File: config.mk
export PLATFORM = sky130hd
export DESIGN_NAME = adsc_top
export DESIGN_NICKNAME = d
export VERILOG_FILES = /design/src/adsc_pkg.sv /design/src/adsc_tad_div.sv /design/src/adsc_sar.sv /design/src/adsc_top.sv
export SDC_FILE = /design/constraint.sdc
export NUM_CORES = 1
export LEC_CHECK = 0
export BUFFER_PORTS_ARGS = -buffer_cell sky130_fd_sc_hd__buf_2
export CAP_MARGIN = 0
export CORE_UTILIZATION = 40
export DETAILED_ROUTE_END_ITERATION = 8
export PLACE_DENSITY = 0.71
export SYNTH_ARGS = -nofsm -noshare
export SYNTH_HDL_FRONTEND = slang
export SYNTH_SLANG_ARGS = --single-unit
File: constraint.sdc
create_clock -name CLOCK -period 2.74 [get_ports CLOCK]
set_input_delay 0.274 -clock CLOCK [delete_from_list [all_inputs] [get_ports CLOCK]]
set_output_delay 0.274 -clock CLOCK [all_outputs]
set_load 0.03 [all_outputs]
File: src/adsc_pkg.sv
// Constants, field layouts and shared types of the converter sequencer.
// Assumes a single 200 MHz system clock and a 32-bit Wishbone register bus.
package adsc_pkg;

   // ----------------------------------------------------------------------
   // Timing
   // ----------------------------------------------------------------------
   localparam int unsigned CLK_FREQ_MHZ  = 200;
   localparam int unsigned TAD_NS        = 1600;
   localparam int unsigned TAD_CYCLES    = (TAD_NS * CLK_FREQ_MHZ) / 1000;
   localparam int unsigned TAD_CNT_W     = 9;
   localparam logic [8:0]  TAD_LAST      = 9'(TAD_CYCLES - 1);
   localparam int unsigned CONV_TADS     = 11;
   localparam int unsigned ABORT_TADS    = 2;
   localparam logic [3:0]  SAR_LAST_STEP = 4'hA;
   localparam logic [1:0]  ABORT_LAST    = 2'(ABORT_TADS - 1);

   // ----------------------------------------------------------------------
   // Register map and fields
   // ----------------------------------------------------------------------
   localparam logic [3:0]  OFS_CTRL      = 4'h0;
   localparam logic [3:0]  OFS_RES_HI    = 4'h4;
   localparam logic [3:0]  OFS_RES_LO    = 4'h8;
   localparam logic [3:0]  OFS_STATUS    = 4'hC;
   localparam logic [7:0]  CTRL_RESET    = 8'h00;
   localparam logic [7:0]  CTRL_WMASK    = 8'hDF;
   localparam int unsigned DONE_BIT      = 0;
   localparam int unsigned RESULT_W      = 10;
   localparam logic [9:0]  RESULT_RESET  = 10'h000;
   localparam logic [9:0]  SAR_FIRST     = 10'h200;

   localparam logic [2:0]  CHAN_COMP_REF = 3'h4;
   localparam logic [2:0]  CHAN_REF_0V6  = 3'h5;
   localparam logic [2:0]  CHAN_REF_1V2  = 3'h6;
   localparam logic [2:0]  CHAN_RESERVED = 3'h7;

   typedef struct packed {
      logic       result_justify_select;
      logic       reference_source_select;
      logic       unused;
      logic [2:0] input_channel_select;
      logic       go;
      logic       converter_enable;
   } adsc_ctrl_t;

   typedef enum logic [1:0] {ST_IDLE, ST_CONV, ST_ABORT} adsc_state_t;

   // ----------------------------------------------------------------------
   // Result formatting
   // ----------------------------------------------------------------------
   function automatic logic [7:0] fmt_high(input logic [9:0] res, input logic right);
      fmt_high = right ? {6'h00, res[9:8]} : res[9:2];
   endfunction

   function automatic logic [7:0] fmt_low(input logic [9:0] res, input logic right);
      fmt_low = right ? res[7:0] : {res[1:0], 6'h00};
   endfunction

endpackage

File: src/adsc_tad_div.sv
// Conversion clock divider: one-cycle tick every conversion clock period.
// Assumes restart is a one-cycle pulse from the sequencer.
`timescale 1ns/100ps
module adsc_tad_div
(
   input  wire logic clk,
   input  wire logic srst,
   input  wire logic restart,
   input  wire logic run,
   output logic      tick
);
   logic [adsc_pkg::TAD_CNT_W-1:0] cnt;
   logic [adsc_pkg::TAD_CNT_W-1:0] next_cnt;
   logic                           next_tick;

   always_comb
   begin
      next_cnt  = '0;
      next_tick = 1'b0;
      if (!restart && run)
      begin
         next_tick = (cnt == adsc_pkg::TAD_LAST);
         next_cnt  = next_tick ? '0 : cnt + 9'h001;
      end
   end

   always_ff @(posedge clk)
   begin
      if (srst)
      begin
         cnt  <= '0;
         tick <= 1'b0;
      end
      else
      begin
         cnt  <= next_cnt;
         tick <= next_tick;
      end
   end
endmodule

File: src/adsc_sar.sv
// Successive-approximation engine: one sample step, then ten bit decisions.
// Assumes cmp_high is the analog comparator, high when input exceeds trial.
`timescale 1ns/100ps
module adsc_sar
(
   input  wire logic       clk,
   input  wire logic       srst,
   input  wire logic       tad_tick,
   input  wire logic       start,
   input  wire logic       abort,
   input  wire logic       cmp_high,
   output logic            busy,
   output logic            hold,
   output logic            done,
   output logic [9:0]      trial,
   output logic [9:0]      result
);
   logic [3:0] step;
   logic [3:0] next_step;
   logic       next_busy;
   logic       next_hold;
   logic       next_done;
   logic [9:0] next_trial;
   logic [9:0] next_result;

   always_comb
   begin
      logic [3:0] bi;
      logic [9:0] t;
      bi          = 4'hA - step;
      t           = trial;
      next_step   = step;
      next_busy   = busy;
      next_hold   = hold;
      next_done   = 1'b0;
      next_trial  = trial;
      next_result = result;
      if (abort)
      begin
         next_busy = 1'b0;
         next_hold = 1'b0;
         next_step = 4'h0;
      end
      else if (start)
      begin
         next_busy  = 1'b1;
         next_step  = 4'h0;
         next_trial = 10'h000;
      end
      else if (busy && tad_tick)
      begin
         next_step = step + 4'h1;
         if (step == 4'h0)
         begin
            next_hold  = 1'b1;
            next_trial = adsc_pkg::SAR_FIRST;
         end
         else
         begin
            if (!cmp_high)
               t[bi] = 1'b0;
            if (bi != 4'h0)
               t[bi - 4'h1] = 1'b1;
            next_trial = t;
            if (step == adsc_pkg::SAR_LAST_STEP)
            begin
               next_done   = 1'b1;
               next_result = t;
               next_busy   = 1'b0;
               next_hold   = 1'b0;
            end
         end
      end
   end

   always_ff @(posedge clk)
   begin
      if (srst)
      begin
         step   <= 4'h0;
         busy   <= 1'b0;
         hold   <= 1'b0;
         done   <= 1'b0;
         trial  <= 10'h000;
         result <= 10'h000;
      end
      else
      begin
         step   <= next_step;
         busy   <= next_busy;
         hold   <= next_hold;
         done   <= next_done;
         trial  <= next_trial;
         result <= next_result;
      end
   end
endmodule

File: src/adsc_top.sv
// Converter sequencer: control and result registers behind a Wishbone slave.
// Assumes a classic Wishbone master and an external analog front end.
//
// Functional notes
// - control bit 7 set means right justification
// - bit 6 picks external reference or supply
// - bits 4-2 select one of seven inputs
// - writing go starts conversion, reads one meanwhile
// - hardware clears go when conversion ends
// - bit 0 enables converter, zero powers down
// - left format: high byte holds bits 9-2
// - left format: low byte bits 1-0, rest zero
// - right format: high byte bits 9-8 only
// - right format: low byte holds bits 7-0
// - completion clears go, sets flag, loads result
// - clearing go aborts, keeps result, 2-period wait
// - full conversion takes eleven conversion periods
//
// The Wishbone register port and the placing of the registers were chosen for this implementation.
`timescale 1ns/100ps
module adsc_top
(
   input  wire logic        CLOCK,
   input  wire logic        SRST,
   input  wire logic        WB_CYC_I,
   input  wire logic        WB_STB_I,
   input  wire logic        WB_WE_I,
   input  wire logic [3:0]  WB_ADR_I,
   input  wire logic [3:0]  WB_SEL_I,
   input  wire logic [31:0] WB_DAT_I,
   output logic      [31:0] WB_DAT_O,
   output logic             WB_ACK_O,
   input  wire logic        COMPARATOR_HIGH,
   output logic             CONVERTER_ENABLE,
   output logic             REFERENCE_SOURCE_SELECT,
   output logic      [2:0]  INPUT_CHANNEL_SELECT,
   output logic             SAMPLE_ACQUIRE,
   output logic             SAMPLE_HOLD,
   output logic      [9:0]  TRIAL_CODE,
   output logic             CONVERSION_DONE_FLAG
);
   // ----------------------------------------------------------------------
   // State
   // ----------------------------------------------------------------------
   adsc_pkg::adsc_ctrl_t  ctrl;
   adsc_pkg::adsc_ctrl_t  next_ctrl;
   adsc_pkg::adsc_state_t state;
   adsc_pkg::adsc_state_t next_state;
   logic [1:0]            abort_cnt;
   logic [1:0]            next_abort_cnt;
   logic [9:0]            result;
   logic [9:0]            next_result;
   logic                  done_flag;
   logic                  next_done_flag;
   logic                  next_ack;
   logic [31:0]           next_dat;
   logic                  next_acquire;
   logic                  sar_start;
   logic                  sar_abort;
   logic                  div_restart;
   logic                  tad_tick;
   logic                  sar_busy;
   logic                  sar_done;
   logic [9:0]            sar_result;
   logic                  req;
   logic                  wr;
   logic                  rd;

   assign req = WB_CYC_I && WB_STB_I && !WB_ACK_O;
   assign wr  = req && WB_WE_I && WB_SEL_I[0];
   assign rd  = req && !WB_WE_I;

   // ----------------------------------------------------------------------
   // Conversion clock and engine
   // ----------------------------------------------------------------------
   adsc_tad_div u_div
   (
      .clk     (CLOCK),
      .srst    (SRST),
      .restart (div_restart),
      .run     (sar_busy || state == adsc_pkg::ST_ABORT),
      .tick    (tad_tick)
   );

   adsc_sar u_sar
   (
      .clk      (CLOCK),
      .srst     (SRST),
      .tad_tick (tad_tick),
      .start    (sar_start),
      .abort    (sar_abort),
      .cmp_high (COMPARATOR_HIGH),
      .busy     (sar_busy),
      .hold     (SAMPLE_HOLD),
      .done     (sar_done),
      .trial    (TRIAL_CODE),
      .result   (sar_result)
   );

   // ----------------------------------------------------------------------
   // Register file and sequencing
   // ----------------------------------------------------------------------
   always_comb
   begin
      adsc_pkg::adsc_ctrl_t w;
      w              = adsc_pkg::adsc_ctrl_t'(WB_DAT_I[7:0] & adsc_pkg::CTRL_WMASK);
      next_ctrl      = ctrl;
      next_state     = state;
      next_abort_cnt = abort_cnt;
      next_result    = result;
      next_done_flag = done_flag;
      next_ack       = req;
      next_dat       = 32'h0000_0000;
      sar_start      = 1'b0;
      sar_abort      = 1'b0;
      div_restart    = 1'b0;

      if (wr && WB_ADR_I == adsc_pkg::OFS_CTRL)
      begin
         next_ctrl    = w;
         next_ctrl.go = 1'b0;
         if (state == adsc_pkg::ST_CONV)
         begin
            if (w.go && w.converter_enable)
               next_ctrl.go = 1'b1;
            else
            begin
               sar_abort      = 1'b1;
               div_restart    = 1'b1;
               next_abort_cnt = 2'h0;
               next_state     = adsc_pkg::ST_ABORT;
            end
         end
         else if (state == adsc_pkg::ST_IDLE && w.go && w.converter_enable
                  && ctrl.converter_enable)
         begin
            next_ctrl.go = 1'b1;
            sar_start    = 1'b1;
            div_restart  = 1'b1;
            next_state   = adsc_pkg::ST_CONV;
         end
      end
      else if (wr && WB_ADR_I == adsc_pkg::OFS_STATUS && WB_DAT_I[adsc_pkg::DONE_BIT])
         next_done_flag = 1'b0;

      if (state == adsc_pkg::ST_ABORT && tad_tick)
      begin
         next_abort_cnt = abort_cnt + 2'h1;
         if (abort_cnt == adsc_pkg::ABORT_LAST)
            next_state = adsc_pkg::ST_IDLE;
      end

      if (sar_done)
      begin
         next_ctrl.go   = 1'b0;
         next_result    = sar_result;
         next_done_flag = 1'b1;
         next_state     = adsc_pkg::ST_IDLE;
      end

      if (rd)
      begin
         if (WB_ADR_I == adsc_pkg::OFS_CTRL)
            next_dat = {24'h00_0000, ctrl & adsc_pkg::CTRL_WMASK};
         else if (WB_ADR_I == adsc_pkg::OFS_RES_HI)
            next_dat = {24'h00_0000,
                        adsc_pkg::fmt_high(result, ctrl.result_justify_select)};
         else if (WB_ADR_I == adsc_pkg::OFS_RES_LO)
            next_dat = {24'h00_0000,
                        adsc_pkg::fmt_low(result, ctrl.result_justify_select)};
         else if (WB_ADR_I == adsc_pkg::OFS_STATUS)
            next_dat = {31'h0000_0000, done_flag};
      end

      next_acquire = next_ctrl.converter_enable && next_state == adsc_pkg::ST_IDLE;
   end

   always_ff @(posedge CLOCK)
   begin
      if (SRST)
      begin
         ctrl           <= adsc_pkg::adsc_ctrl_t'(adsc_pkg::CTRL_RESET);
         state          <= adsc_pkg::ST_IDLE;
         abort_cnt      <= 2'h0;
         result         <= adsc_pkg::RESULT_RESET;
         done_flag      <= 1'b0;
         WB_ACK_O       <= 1'b0;
         WB_DAT_O       <= 32'h0000_0000;
         SAMPLE_ACQUIRE <= 1'b0;
      end
      else
      begin
         ctrl           <= next_ctrl;
         state          <= next_state;
         abort_cnt      <= next_abort_cnt;
         result         <= next_result;
         done_flag      <= next_done_flag;
         WB_ACK_O       <= next_ack;
         WB_DAT_O       <= next_dat;
         SAMPLE_ACQUIRE <= next_acquire;
      end
   end

   // Pin-facing control levels
   assign CONVERTER_ENABLE        = ctrl.converter_enable;
   assign REFERENCE_SOURCE_SELECT = ctrl.reference_source_select;
   assign INPUT_CHANNEL_SELECT    = ctrl.input_channel_select;
   assign CONVERSION_DONE_FLAG    = done_flag;

   // ----------------------------------------------------------------------
   // Assertions
   // ----------------------------------------------------------------------
   localparam int ABT_MAX   = 2 * 320 + 2;
   localparam int CONV_BUSY = 11 * 320 + 1;

   logic [11:0] busy_cycles;
   always_ff @(posedge CLOCK)
   begin
      if (SRST || sar_start)
         busy_cycles <= 12'h000;
      else if (sar_busy)
         busy_cycles <= busy_cycles + 12'h001;
   end
endmodule

==> results of run 1 <==
placed cells by master, fill, tap and decap left out, drive strengths merged, types with 9 or more instances in the layout:
| cell | instances |
|---|---|
| dfxtp | 69 |
| nor2 | 51 |
| buf | 47 |
| nand2 | 26 |
| conb | 24 |
| o21ai | 24 |
| mux2i | 22 |
| a21oi | 19 |
| inv | 11 |
| clkbuf | 11 |
| nor3 | 10 |
| a211oi | 10 |
| xor2 | 9 |
| ha | 9 |
metal layers:
layer | global-route usage | vias to the layer above | wire (µm)
met4 | 0.0699 | 0 | 129
met3 | 0.0439 | 13 | 371
met5 | 0 | - | 0
met1 | 0.204 | 1369 | 3530
met2 | 0.253 | 83 | 3540
li1 | - | 1470 | -
power groups by stage:
stage          combinational [mW]  sequential (mW)  clock (mW)
6_report                    0.103             1.00       0.843
5_1_grt                     0.110             1.00       0.917
4_1_cts                     0.103             1.00       0.865
3_5_place_dp                0.102             1.03           0
3_3_place_gp                0.101             1.03           0
2_1_floorplan               0.108             1.03           0
worst min path at each step:
stage	slack, ps	to
2_1_floorplan	420	INPUT_CHANNEL_SELECT[0]
5_1_grt	150	ctrl[7]
4_1_cts	150	INPUT_CHANNEL_SELECT[2]
3_5_place_dp	450	u_div.cnt[0]
6_report	160	INPUT_CHANNEL_SELECT[2]
3_3_place_gp	440	u_div.cnt[0]
cells by family after synthesis:
kind of cell    count (synthesis)
buf+inv                        60
xor+xnor                       16
simple gates                  143
other cells                     1
flops                          69
mux                            22
fa+ha+maj                       9
compound gates                 93
registers in the layout, summed over array words and instances, names as in the netlist:
signal                   count
REFERENCE_SOURCE_SELECT      1
CONVERSION_DONE_FLAG         1
ctrl                         2
abort_cnt                    2
u_sar.hold                   1
u_sar.busy                   1
u_sar.result                10
INPUT_CHANNEL_SELECT         3
u_sar.trial                 10
state                        2
WB_ACK_O                     1
u_sar.done                   1
WB_DAT_O                     8
CONVERTER_ENABLE             1
u_div.tick                   1
result                      10
SAMPLE_ACQUIRE               1
u_div.cnt                    9
u_sar.step                   4
cell type report:
| class | instances | area, µm² |
|---|---|---|
| Multi-Input combinational cell | 307 | 1980 |
| Tap cell | 108 | 135 |
| Sequential cell | 69 | 1380 |
| Clock buffer | 11 | 141 |
| Timing Repair Buffer | 47 | 243 |
| Clock inverter | 5 | 60.1 |
| Fill cell | 877 | 4820 |
| Inverter | 11 | 41.3 |
worst max-delay path, delay by kind of cell, from the launching register on:
kind / cells / cell delay [ps]
AO/OA/AOI/OAI: 3 / 780
flip-flops: 1 / 490
adder cells (fa/ha/maj): 1 / 410
XOR/XNOR: 1 / 410
AND/OR/NAND/NOR: 1 / 180
buffers and inverters: 1 / 130
through the flow:
step / power, mW / hold slack (ps) / std cells / utilization / setup slack (ps)
finish: 1.95 / 164 / 558 / 0.453 / 261
global route: 2.03 / 154 / 558 / 0.453 / 107
CTS: 1.97 / 154 / 558 / 0.453 / 289
detailed placement: 1.13 / 452 / 542 / 0.430 / 303
global placement: 1.13 / 440 / 542 / 0.430 / 416
floorplan: 1.14 / 421 / 436 / - / 603
==> impl_metrics.ini, run 1 <==
[worst_setup_path]
crit_chain = inv_1 -> ha_1 -> and2_1 -> o31a_1 -> xnor2_1 -> a32oi_1 -> a211oi_1
worst-endpoint-required_ps = 3000
worstPathArrival_ps = 2740
critPathLaunch = u_sar.step[0]
rr_worst_depth = 7
reg2reg_slack_ps = 260
cp_slowest_stage_delay_ps = 490
path_class = reg -> reg
rr_endpoint = u_sar.result[5]
crit-reg2reg-launch = u_sar.step[0]
cp_slowest_cell = dfxtp_1
critPathMaxFanout = 9
startpoint_type = register
crit_path_end = u_sar.result[5]
cp-end-kind = register

[yosys]
synthAdderAreaFrac = 0.0307
syn_avg_cell_area_um2 = 8.87
synthArstFlopShare = 0
ys_ff_latch = 69
synth_top_flop_cell = dfxtp_1
synthesis.instances = 413
synth_top_family_by_area = simple AND/OR/NAND/NOR gates
synth_common_cells = dfxtp_1, nor2_1, buf_4
muxShareOfSynthArea = 0.0601
yosysMostFrequentCell = dfxtp_1
synth_seq_area_share = 0.377
synth-edff-count = 0
synth-xor-area-share = 0.0382
synth_area_leaders = dfxtp_1, mux2i_1, buf_4
synth_area_um2 = 3660
yosys.area_share.simple = 0.205
synth_top_area_share = 0.377
synth_largest_area_cell = dfxtp_1
yosys_warnings = 0
synth_compound_area_frac = 0.182
synth_cell_type_count = 65

[sta]
worst_slew_pin_slew_ps = 902
finalSetupViolations = 0
post-route-period-util = 0.905
fin_crit_ps = 2480
grt_setup_unrepaired = false
tns_ps = 0
clock_skew_ps = 9.68
finalHoldViolCount = 0
max_clock_freq_mhz = 403
relSlewSlack = 0.393
drv_slew = 0

[placement]
port_buffers = 44
hpwl_mm = 5.52
post_dp_cell_area_um2 = 3780
routabilityCongestion = 0.835

[floorplanning]
die_h_um = 97.7
rows = 34
die_area_um2 = 9550
initial_core_util = 0.416
io_pins = 97
core_um2 = 8810
die_x_um = 97.7

[clocking]
cts-htree-levels = 3
ctsResizeCount = 0
cts_root_buffer = clkbuf_8
hold_buffers = 0
insertion_delay_ps = 340
cts_setup_buffers = 0
path_clk_slew_ps = 70
cts_buffer_depth = 2
cts_tree = yes
cts_made_buffers = 9
cts_sinks = 69

[hold_path]
hold_depth = 3
hold_path_class = in -> reg
min_from = WB_DAT_I[4]

[global_route]
grt_util_all_layers = 0.160
grt_start_max_net_pins = 41
overflow = 0
antenna_found_initial = 0
grt_pass1_vias = 2598
grt_pass1_wl_mm = 12.3

[route]
viasPerCell = 5.26
ant_nets = 0
drc_errors = 20
drt_first_iter_violations = 145
routedWlPerCell_um = 13.6
drt-pass1-iter-count = 7
wirelength_mm = 7.57
vias = 2935

[power]
pwr-share-clk = 0.433
p_comb_frac = 0.053
p_leak_nw = 1.53
p_int_mw = 1.47
seqPwrFrac = 0.515
ir_drop_v = 0.000298
switchingPower_mw = 0.480
power_density_nw_per_um2 = 489
switching_share = 0.246

[finish]
layout.nets = 500
final_layout_size_suffix_gt1_frac = 0.178
stdcell_area_um2 = 3990
n_antenna_cell = 0
area_growth_pct = 8.74

[outcome]
status = finished, violations left
violations = design-rule violations

[run]
cap_violations = 0
No activity file was read; power rests on OpenSTA's default activity.
==> run 2, diff against run 1 <==
==> constraint.sdc (replaced) <==
create_clock -name CLOCK -period 2.29 [get_ports CLOCK]
set_input_delay 0.229 -clock CLOCK [delete_from_list [all_inputs] [get_ports CLOCK]]
set_output_delay 0.229 -clock CLOCK [all_outputs]
set_load 0.03 [all_outputs]
==> run 2 against run 1 <==
Net effect: clock power grew 2.5%; the flow still finishes with violations (design-rule violations); core utilization grew 0.60 points; via count grew 0.27%; wire length grew 3.7%; highest routed layer unchanged.
==> impl_metrics.ini, run 2 (same netlist as run 1, synthesis figures left out) <==
[worst_setup_path]
rr_endpoint = u_sar.result[8]
critPathMaxFanout = 7
startpoint_type = register
crit-reg2reg-launch = u_sar.step[1]
critPathLaunch = u_sar.step[1]
rr_worst_depth = 8
cpLargestDelayFamily = compound AO/OA/AOI/OAI gates
worst-endpoint-required_ps = 2550
cp_slowest_cell = dfxtp_1
crit_buf_inv = 2
cp_slowest_stage_delay_ps = 440
reg2reg_slack_ps = 140
crit_chain = inv_1 -> ha_1 -> and2_1 -> o31a_1 -> xnor2_1 -> buf_4 -> o21a_1 -> a211oi_1
cp-end-kind = register
worstPathArrival_ps = 2410
cp.depth = 8
path_class = reg -> reg

[route]
routedWlPerCell_um = 13.8
viasPerCell = 5.18
wirelength_mm = 7.85
drt_first_iter_violations = 118
vias = 2943
ant_nets = 0
drc_errors = 20
drt-pass1-iter-count = 7

[clocking]
cts-htree-levels = 3
cts_buffer_depth = 2
cts_tree = yes
cts_made_buffers = 9
cts_setup_buffers = 0
cts_sinks = 69
path_clk_slew_ps = 80
cts_root_buffer = clkbuf_8
insertion_delay_ps = 340

[floorplanning]
initial_core_util = 0.416
die_x_um = 97.7
rows = 34
die_area_um2 = 9550
die_h_um = 97.7
core_um2 = 8810
io_pins = 97

[global_route]
grt_util_all_layers = 0.166
antenna_found_initial = 0
overflow = 0
grt_pass1_wl_mm = 12.7
grt_pass1_vias = 2709
grt_start_max_net_pins = 27

[sta]
tns_ps = 0
clock_skew_ps = 7.82
fin_crit_ps = 2150
drv_slew = 0
relSlewSlack = 0.527
finalHoldViolCount = 0
worst_slew_pin_slew_ps = 707
grt_setup_unrepaired = false
fin_hold_ws_ps = 117
finalSetupViolations = 0
max_clock_freq_mhz = 465
post-route-period-util = 0.940

[finish]
mostFrequentLayoutCells = dfxtp_1, nor2_1, buf_2, nand2_1, conb_1
final_layout_size_suffix_gt1_frac = 0.198
area_growth_pct = 10.2
stdcell_count = 568
n_antenna_cell = 0
layout.nets = 510
layout_commonest_cell = dfxtp_1
fill_cells = 893
largest_registers = result x10, u_sar.result x10, u_sar.trial x10

[placement]
dp.cells = 552
hpwl_mm = 5.79
routabilityCongestion = 0.843
port_buffers = 44

[power]
ir_drop_v = 0.000269
power_density_nw_per_um2 = 544
p_leak_nw = 1.57

[run]
cap_violations = 0

[hold_path]
hold_depth = 3
min_from = WB_DAT_I[4]
hold-path-endpoint = INPUT_CHANNEL_SELECT[2]
hold_path_class = in -> reg

[outcome]
violations = design-rule violations
status = finished, violations left
run 2: how the worst max path moves through the flow:
stage / endpoint / slack, ps
floorplan: u_sar.result[4] / 150
global placement: u_sar.result[9] / 180
detailed placement: u_sar.result[8] / 150
CTS: u_sar.result[8] / 130
global route: u_sar.result[5] / 20
finish: u_sar.result[8] / 140
run 2: report_power, final:
part	leakage [nW]	total [mW]	switching [mW]	internal, mW
combinational	0.929	0.130	0.102	0.0283
sequential	0.556	1.20	0.000567	1.20
clock	0.0824	0.864	0.473	0.391
run 2: cell type report:
| type | count | area (µm²) | share of cell area |
|---|---|---|---|
| clock inverters | 6 | 38.8 | 0.00961 |
| flip-flops and latches | 69 | 1380 | 0.342 |
| well taps | 108 | 135 | 0.0335 |
| repair buffers | 57 | 318 | 0.0787 |
| multi-input cells | 307 | 2000 | 0.494 |
| clock buffers | 10 | 128 | 0.0316 |
| inverters | 11 | 41.3 | 0.0102 |
run 2: what timing repair did:
item                                   4_1_cts  5_1_grt
hold buffers                                 0        0
setup endpoints to repair                    0        7
endpoints found under the hold margin        0        0
resized for setup                            0        2
run 2: metrics by stage:
stage,total power [mW],worst slack (ps),cell area (µm²),util
2_1_floorplan,1.36,153,3750,-
3_3_place_gp,1.36,175,3860,0.438
3_5_place_dp,1.36,151,3860,0.438
4_1_cts,2.22,128,4030,0.457
5_1_grt,2.28,19.6,4040,0.459
6_report,2.19,137,4040,0.459
run 2: routing by layer:
layer	vias to the layer above	routed length [µm]	GRT usage	part of all wire
met5	-	0	0	0
met4	0	91	0.0676	0.012
met3	10	375	0.0453	0.048
met2	90	3670	0.265	0.47
met1	1364	3710	0.212	0.47
li1	1479	-	-	-
run 2: tightest hold or removal path: stages:
cell     delay, ps
buf_2           80
mux2i_1         50
nor2_1          70
